==> src/common/adcc_params.svh <==
// constants for the converter control block: register offsets, field positions, reset values, timing.
// assumes a 32-bit APB register bus where each register takes one aligned word.
`ifndef ADCC_PARAMS_SVH
`define ADCC_PARAMS_SVH

// byte addresses on APB (reference control index 0xD1, others chosen)
`define ADCC_IDX_REF_CTRL     8'hD1
`define ADCC_ADDR_REF_CTRL    12'h344
`define ADCC_ADDR_CONV_CTRL   12'h000
`define ADCC_ADDR_CONV_CFG    12'h004
`define ADCC_ADDR_RESULT      12'h008
`define ADCC_ADDR_MISC        12'h00C

// converter control fields
`define ADCC_CTL_ENABLE       7
`define ADCC_CTL_DONE         5
`define ADCC_CTL_BUSY         4
`define ADCC_CTL_SRC_LO       0
`define ADCC_CTL_SRC_HI       2
// converter config fields
`define ADCC_CFG_DIV_LO       3
`define ADCC_CFG_DIV_HI       7
// reference control fields
`define ADCC_REF_SEL          3
`define ADCC_REF_TEMP         2
`define ADCC_REF_BIAS         1
`define ADCC_REF_MASK         8'h0E
// misc fields
`define ADCC_MISC_IE          0
`define ADCC_MISC_T2_16       1

// reset values
`define ADCC_RST_CTRL         8'h00
`define ADCC_RST_CFG          8'hF8
`define ADCC_RST_REF          8'h00

// conversion length in divided conversion clocks
`define ADCC_CONV_CLOCKS      5'd11
`define ADCC_RESULT_W         8

`endif

==> src/common/adcc_pkg.sv <==
// types for the converter control block.
// assumes adcc_params.svh supplies all numeric constants.
package adcc_pkg;
  typedef enum logic [2:0] {
    SRC_SOFT   = 3'h0,
    SRC_TMR0   = 3'h1,
    SRC_TMR2   = 3'h2,
    SRC_TMR1   = 3'h3,
    SRC_EXTPIN = 3'h4
  } adcc_src_type;

  typedef enum logic [1:0] {
    ST_IDLE,
    ST_CONV,
    ST_DONE
  } adcc_state_type;
endpackage : adcc_pkg

==> src/design/adcc_conv_ctrl.sv <==
// converter control: conversion clock divider, start-source select, busy/done tracking, reference control.
// assumes a 250 MHz ref_clk, APB master on the same clock, timer overflows as one-cycle pulses on ref_clk,
// and the analog sampler presenting its code on sampleData by the end of the conversion.
//
// Decided for this implementation: the APB slave port.
`timescale 1ns/10ps
`include "adcc_params.svh"
module adcc_conv_ctrl (
  input  wire logic        ref_clk,
  input  wire logic        srst,
  // apb slave
  input  wire logic        psel,
  input  wire logic        penable,
  input  wire logic        pwrite,
  input  wire logic [11:0] paddr,
  input  wire logic [31:0] pwdata,
  output logic      [31:0] prdata,
  output logic             pready,
  output logic             pslverr,
  // start sources
  input  wire logic        tmr0Overflow,
  input  wire logic        tmr1Overflow,
  input  wire logic        tmr2LowOverflow,
  input  wire logic        tmr2HighOverflow,
  input  wire logic        extStartInput,
  // analog side
  input  wire logic [7:0]  sampleData,
  output logic             convClockEn,
  output logic             sampleStart,
  output logic             referenceSelect,
  output logic             tempSensorEnable,
  output logic             analogBiasEnable,
  output logic             convIrq
);
  import adcc_pkg::*;

  // ----------------------------------------------------------------
  // registers and state
  // ----------------------------------------------------------------
  logic [7:0]     ctrl_q;
  logic [7:0]     cfg_q;
  logic [7:0]     ref_q;
  logic [1:0]     misc_q;
  logic           busy_q;
  logic           done_q;
  logic [4:0]     divCnt_q;
  logic [4:0]     convCnt_q;
  logic           ext1_q;
  logic           ext2_q;
  logic           ext3_q;
  adcc_state_type state_q;
  logic [7:0]     resultData;
  logic           wrEn;
  logic           rdEn;
  logic           addrHit;
  logic           launch;
  logic           finish;
  logic           softStart;
  adcc_src_type   srcSel;

  // one-cycle access phase: zero wait states
  assign pready  = 1'b1;
  assign wrEn    = psel && penable && pwrite;
  assign rdEn    = psel && penable && !pwrite;
  assign srcSel  = adcc_src_type'(ctrl_q[`ADCC_CTL_SRC_HI:`ADCC_CTL_SRC_LO]);

  // decode a byte address into a hit on the mapped set
  function automatic logic isMapped(input logic [11:0] a);
    isMapped = (a == `ADCC_ADDR_CONV_CTRL) || (a == `ADCC_ADDR_CONV_CFG) ||
               (a == `ADCC_ADDR_RESULT) || (a == `ADCC_ADDR_MISC) ||
               (a == `ADCC_ADDR_REF_CTRL);
  endfunction : isMapped

  assign addrHit = isMapped(paddr);
  assign pslverr = psel && penable && !addrHit;

  // ----------------------------------------------------------------
  // register writes
  // ----------------------------------------------------------------
  // busy and done live outside ctrl_q; those bit positions are stored here but read back from busy_q and done_q
  always_ff @(posedge ref_clk) begin
    if (srst) begin
      ctrl_q <= `ADCC_RST_CTRL;
      cfg_q  <= `ADCC_RST_CFG;
      ref_q  <= `ADCC_RST_REF;
      misc_q <= 2'b00;
    end else if (wrEn) begin
      case (paddr)
        `ADCC_ADDR_CONV_CTRL: ctrl_q <= pwdata[7:0];
        `ADCC_ADDR_CONV_CFG:  cfg_q  <= pwdata[7:0];
        `ADCC_ADDR_REF_CTRL:  ref_q  <= pwdata[7:0] & `ADCC_REF_MASK;
        `ADCC_ADDR_MISC:      misc_q <= pwdata[1:0];
        default: ;
      endcase
    end
  end

  // reference and power steering straight from the register
  assign referenceSelect  = ref_q[`ADCC_REF_SEL];
  assign tempSensorEnable = ref_q[`ADCC_REF_TEMP];
  assign analogBiasEnable = ref_q[`ADCC_REF_BIAS];

  // ----------------------------------------------------------------
  // conversion clock divider
  // ----------------------------------------------------------------
  // counts down from the field value; a field of 0 gives an enable every cycle
  always_ff @(posedge ref_clk) begin
    if (srst || state_q != ST_CONV) begin
      divCnt_q <= cfg_q[`ADCC_CFG_DIV_HI:`ADCC_CFG_DIV_LO];
    end else if (divCnt_q == 5'd0) begin
      divCnt_q <= cfg_q[`ADCC_CFG_DIV_HI:`ADCC_CFG_DIV_LO];
    end else begin
      divCnt_q <= divCnt_q - 5'd1;
    end
  end

  assign convClockEn = (state_q == ST_CONV) && (divCnt_q == 5'd0);

  // ----------------------------------------------------------------
  // external start synchroniser and edge detect
  // ----------------------------------------------------------------
  // pin is asynchronous: two flops first, edge taken from the second and third
  always_ff @(posedge ref_clk) begin
    if (srst) begin
      ext1_q <= 1'b0;
      ext2_q <= 1'b0;
      ext3_q <= 1'b0;
    end else begin
      ext1_q <= extStartInput;
      ext2_q <= ext1_q;
      ext3_q <= ext2_q;
    end
  end

  // ----------------------------------------------------------------
  // start source selection
  // ----------------------------------------------------------------
  assign softStart = wrEn && (paddr == `ADCC_ADDR_CONV_CTRL) && pwdata[`ADCC_CTL_BUSY];

  // only the selected source may launch; the bias generator must be on
  always_comb begin
    launch = 1'b0;
    case (srcSel)
      SRC_SOFT:   launch = softStart;
      SRC_TMR0:   launch = tmr0Overflow;
      SRC_TMR1:   launch = tmr1Overflow;
      SRC_TMR2:   launch = misc_q[`ADCC_MISC_T2_16] ? tmr2HighOverflow : tmr2LowOverflow;
      SRC_EXTPIN: launch = ext2_q && !ext3_q;
      default:    launch = 1'b0;
    endcase
    launch = launch && ctrl_q[`ADCC_CTL_ENABLE] && analogBiasEnable;
  end

  // ----------------------------------------------------------------
  // conversion sequencer
  // ----------------------------------------------------------------
  // starts that arrive during a conversion are dropped, not queued
  always_ff @(posedge ref_clk) begin
    if (srst) begin
      state_q   <= ST_IDLE;
      convCnt_q <= 5'd0;
    end else begin
      case (state_q)
        ST_IDLE: begin
          if (launch) begin
            state_q   <= ST_CONV;
            convCnt_q <= `ADCC_CONV_CLOCKS;
          end
        end
        ST_CONV: begin
          if (convClockEn) begin
            if (convCnt_q == 5'd1) begin
              state_q <= ST_DONE;
            end
            convCnt_q <= convCnt_q - 5'd1;
          end
        end
        ST_DONE: state_q <= ST_IDLE;
        default: state_q <= ST_IDLE;
      endcase
    end
  end

  assign finish      = (state_q == ST_DONE);
  assign sampleStart = (state_q == ST_IDLE) && launch;

  // busy follows the conversion
  always_ff @(posedge ref_clk) begin
    if (srst) begin
      busy_q <= 1'b0;
    end else if (sampleStart) begin
      busy_q <= 1'b1;
    end else if (finish) begin
      busy_q <= 1'b0;
    end
  end

  // done sets on busy falling; set wins over a software clear in the same cycle
  always_ff @(posedge ref_clk) begin
    if (srst) begin
      done_q <= 1'b0;
    end else if (finish) begin
      done_q <= 1'b1;
    end else if (wrEn && paddr == `ADCC_ADDR_CONV_CTRL && !pwdata[`ADCC_CTL_DONE]) begin
      done_q <= 1'b0;
    end else if (sampleStart) begin
      done_q <= 1'b0;  // result about to change, so done must not claim validity
    end
  end

  assign convIrq = done_q && misc_q[`ADCC_MISC_IE];

  // result captured on the same edge that done sets
  adcc_result_reg u_result (
    .ref_clk (ref_clk),
    .srst    (srst),
    .load    (finish),
    .dataIn  (sampleData),
    .dataOut (resultData)
  );

  // ----------------------------------------------------------------
  // read mux
  // ----------------------------------------------------------------
  // registered so read data meets the access edge cleanly
  always_ff @(posedge ref_clk) begin
    if (srst) begin
      prdata <= 32'h00000000;
    end else if (psel && !penable && !pwrite) begin
      case (paddr)
        `ADCC_ADDR_CONV_CTRL: prdata <= {24'h000000, ctrl_q[7:6], done_q, busy_q, 1'b0, ctrl_q[2:0]};
        `ADCC_ADDR_CONV_CFG:  prdata <= {24'h000000, cfg_q};
        `ADCC_ADDR_RESULT:    prdata <= {24'h000000, resultData};
        `ADCC_ADDR_MISC:      prdata <= {30'h00000000, misc_q};
        `ADCC_ADDR_REF_CTRL:  prdata <= {24'h000000, ref_q};
        default:              prdata <= 32'h00000000;
      endcase
    end
  end

  // rdEn kept for clarity of the read strobe; reads have no side effect
  logic unusedRd;
  assign unusedRd = rdEn;
endmodule : adcc_conv_ctrl

==> src/design/adcc_result_reg.sv <==
// result holding register: loads the converted word when the conversion ends.
// assumes load is a one-cycle pulse on ref_clk.
`timescale 1ns/10ps
module adcc_result_reg (
  input  wire logic       ref_clk,
  input  wire logic       srst,
  input  wire logic       load,
  input  wire logic [7:0] dataIn,
  output logic      [7:0] dataOut
);
  // read data straight from a register, so a read never sees a moving sample
  always_ff @(posedge ref_clk) begin
    if (srst) begin
      dataOut <= 8'h00;
    end else if (load) begin
      dataOut <= dataIn;
    end
  end
endmodule : adcc_result_reg

==> config.mk <==
export PLATFORM = sky130hd
export DESIGN_NAME = adcc_conv_ctrl
export DESIGN_NICKNAME = d
export VERILOG_FILES = /design/src/common/adcc_pkg.sv /design/src/design/adcc_conv_ctrl.sv /design/src/design/adcc_result_reg.sv
export VERILOG_INCLUDE_DIRS = /design/src /design/src/common
export SDC_FILE = /design/constraint.sdc
export NUM_CORES = 1
export LEC_CHECK = 0
export ABC_AREA = 1
export BUFFER_PORTS_ARGS = -buffer_cell sky130_fd_sc_hd__buf_2
export CAP_MARGIN = 5
export CORE_MARGIN = 2
export CORE_UTILIZATION = 40
export DETAILED_ROUTE_END_ITERATION = 10
export PLACE_DENSITY = 0.78
export SYNTH_ARGS = -nofsm -noshare
export SYNTH_HDL_FRONTEND = slang
export SYNTH_HIERARCHICAL = 1
export SYNTH_SLANG_ARGS = --single-unit
==> constraint.sdc <==
create_clock -name ref_clk -period 1.35 [get_ports ref_clk]
set_input_delay 0.2025 -clock ref_clk [delete_from_list [all_inputs] [get_ports ref_clk]]
set_output_delay 0.2025 -clock ref_clk [all_outputs]
set_load 0.01 [all_outputs]
==> metrics.md <==
| Metric | Value |
|---|---|
| Worst-path clk slew | 90 ps |
| Core Rows | 29 |
| Static leakage | around 1.7 nW |
| Final setup violation count | 11 |
| Initial antenna violation count | 0 |
| Psw | approximately 0.66 mW |
| Top Family by Delay on Critical Path | flip-flops |
| Crit Path Class | register to output pin |
| Routed len/inst | between 10 and 15 µm |
| ANT cells | 0 |
| Failing checks | setup timing |
| Clk sinks | between 50 and 60 |
| Crit path from | misc_q[1] |
| Most used cell, CP | nand2_1 |
| RSZ-0062 raised after global routing | true |
| Most frequent cells in the layout | 77 x nand2_1, 50 x buf_2, 47 x dfxtp_1 |
| Hold path start | extStartInput |
| P&R area growth vs syn | 28.2% |
| Max FO, Critical Path | 3 |
| Busiest layer in global routing | met2 |
| CTS tree | done |
| Flop pwr share | between 50% and 60% |
| Worst R2R Setup Slack | -150 ps |
| Comb power frac | 8.4% |
| # H-tree levels | 2 |
| Routability cong. | just under 0.9 |
| PwrDens | approximately 770 mW/mm² |
| Clk Latency, worst-skew pair | just over 300 ps |
| Slew Viols, Final | 0 |
| DRT Pass-1 Iters | 4 |
| Critical Path Sink Type | output pin |
| F_max | approximately 640 MHz |
| Starting density of the core | 41.8% |
| Maximum resistive drop on vdd | approximately 450 µV |
| Minimum hold slack | 98.8 ps |
| Hold endpoint | ext1_q |
| Internal power | 2.01 mW |
| Post-route ant nets | 0 |
| Vias in the first global route | about 2400 |
| Post-cts hold buffer count | 0 |
| CP Launch Type | register |
| First-pass GRT wire length | 10700 µm |
| Die footprint | ~0.0074 mm² |
| Count of buffers from port buffering | 52 |
| CP Depth | 8 |
| Slowest stage cell, crit path | dfxtp_2 |
| Met3 global-route usage | under 10% |
| Clock root buffer | clkbuf_8 |
| Core Region | around 0.0064 mm² |
| Clock tree buffer depth | 2 |
| Die X | between 80 and 90 µm |
| Clock group share of total power | 34.9% |
| M1 GR Usage | 22.9% |
| Post-synth cell types | 29 |
| Area of the multi-input gates | 0.00144 mm² |
| Post-route worst setup slack | -205 ps |
| Hold Vio Cnt, Final | 0 |
| Met2 Use GR | between 30 and 40% |
| Largest net degree at the start of global routing | 22 |
| Worst hold stages | 3 |
| GRT Total Usage | a little under a fifth |
| Syn Inst Count | just under 400 |
| DR vias | roughly 2600 |
| Run status | finished with violations |
| Pwr Total | ~2.7 mW |
| Fin crit period | ~1600 ps |
| Number of CTS-inserted buffers | 5 |
| Vias per cell | between 4 and 5 |
| Reg area | 0.00103 mm² |
| Initial DRC count | roughly 250 |
| Synth warnings | 6 |
| Sw frac | between 20% and 30% |
| Worst clock skew | around 5.5 ps |
| Final Cycle Share | 115% |
| Bufs and invs on worst path | 3 |
| WP data arrival | 1350 ps |
| Nets@finish | between 500 and 600 |
| Max-cap viol count | 0 |
| Min-Delay Path Class | input pin to register |
| Layout cells sized above 1 | between 30% and 40% |
| R2R cell count | 11 |
| Most common cell after layout, fill and taps aside | nand2_1 |
| Overflow after GRT | 0 |
| Io pins | about 100 |
| Crit Reg-Reg Startpoint | divCnt_q[0] |
| DRC | 0 |
| Die height | about 86 µm |
| Post-Route WL | 6720 µm |
| Sequential element share of the synthesized area | a little under two fifths |
| Critical R2R Capture | convCnt_q[4] |
| Mapped cell area | ~0.0027 mm² |
| Max incr delay on CP | roughly 350 ps |
| Fillers | slightly above 600 |
| Required @ worst endpoint | between 1000 and 1500 ps |
| Util after Layout | a little over half |
| Critical Path, Cell by Cell | inv_1, nand2_1, nand3_1, a21oi_2, nand2_1, nand2_2, inv_2, buf_6 |
| Register bit total from synthesis | 51 |
| Synth Area per Inst | between 6 and 7 µm² |
| Final HPWL DP | 4890 µm |
==> per-stage QoR <==
| stage | cell area (µm²) | setup TNS (ps) | worst slack (ps) | std cells |
|---|---|---|---|---|
| 6_report | 3440 | -954 | -205 | 557 |
| 3_5_place_dp | 3020 | -1460 | -147 | 528 |
| 2_1_floorplan | 2780 | -11.5 | -11.5 | 413 |
| 5_1_grt | 3440 | -2110 | -268 | 557 |
| 3_3_place_gp | 3020 | -570 | -90.2 | 528 |
| 4_1_cts | 3240 | -762 | -204 | 546 |
==> power by group through the flow <==
stage | combinational (mW) | sequential, mW | clock (mW)
after global placement | 0.209 | 1.55 | 0
after CTS | 0.217 | 1.51 | 0.940
final | 0.225 | 1.51 | 0.931
after detailed placement | 0.213 | 1.54 | 0
after global routing | 0.253 | 1.51 | 1.02
after floorplan | 0.165 | 1.55 | 0
==> cell usage after synthesis <==
library cell	n	area, µm²
nand4_1	3	18.8
ha_1	3	37.5
buf_4	25	188
nor3_1	3	15.0
clkbuf_1	3	11.3
a31oi_1	1	6.26
nand3_1	43	215
o21ai_1	1	5.00
nand3_2	1	10.0
buf_6	4	45.0
o31ai_1	1	7.51
conb_1	2	7.51
nor2_1	45	169
inv_2	2	7.51
xor2_1	2	17.5
or2_2	1	6.26
nor3_4	1	16.3
nand2_1	82	308
dfxtp_1	51	1020
o211ai_1	2	15.0
clkinv_1	1	3.75
inv_1	48	180
nor2_2	6	37.5
o21ai_0	21	105
nor2_8	1	20.0
nand2_2	6	37.5
nor3_2	1	10.0
a21oi_1	28	140
nor2_4	2	22.5
==> cells by family after synthesis <==
logic type                 synth area share [%]
DFF                                        38.0
adders and majority gates                  1.40
other                                     0.280
AOI/OAI and AO/OA                          10.4
and+or+nand+nor                            33.0
xor gates and xnor gates                  0.653
buffers and inverters                      16.2
==> metal layers <==
metal	share of wire, %	up-vias
met4	2.7	0
met5	0	-
met1	43	1180
li1	-	1362
met3	5.6	12
met2	49	93
==> worst register-to-register path, cell delays in order (launching register included) <==
cell	delay, ps
dfxtp_2	330
inv_2	70
ha_4	150
nand2_4	50
nor2_4	90
nand2_2	80
nor2_4	140
buf_6	140
nand3_2	90
a21oi_2	140
o21ai_1	80
nor2_1	90
==> worst max-delay path by stage <==
stage / end / slack (ps)
after floorplan: convCnt_q[4] / -10
after global placement: sampleStart / -90
after detailed placement: convCnt_q[4] / -150
after CTS: sampleStart / -200
after global routing: sampleStart / -270
final: sampleStart / -200
==> state kept, by name, summed over array words and instances, names as in the netlist, 2 cells and up <==
signal,flops
cfg_q,8
prdata,8
u_result/dataOut,8
convCnt_q,5
ctrl_q,5
divCnt_q,5
ref_q,3
misc_q,2
state_q,2
==> layout make-up <==
type	instances	share of cell area, %
multi-input cells	279	41.9
well taps	77	2.80
flip-flops and latches	51	29.8
inverters	51	5.71
repair buffers	91	17.0
clock inverters	1	0.255
clock buffers	7	2.51
==> what timing repair did <==
action,4_1_cts,5_1_grt
endpoints found under the setup margin,10,15
gates resized for setup,18,35
pin swaps,14,14
setup buffers,10,11
Power figures use the tool's default switching activity.
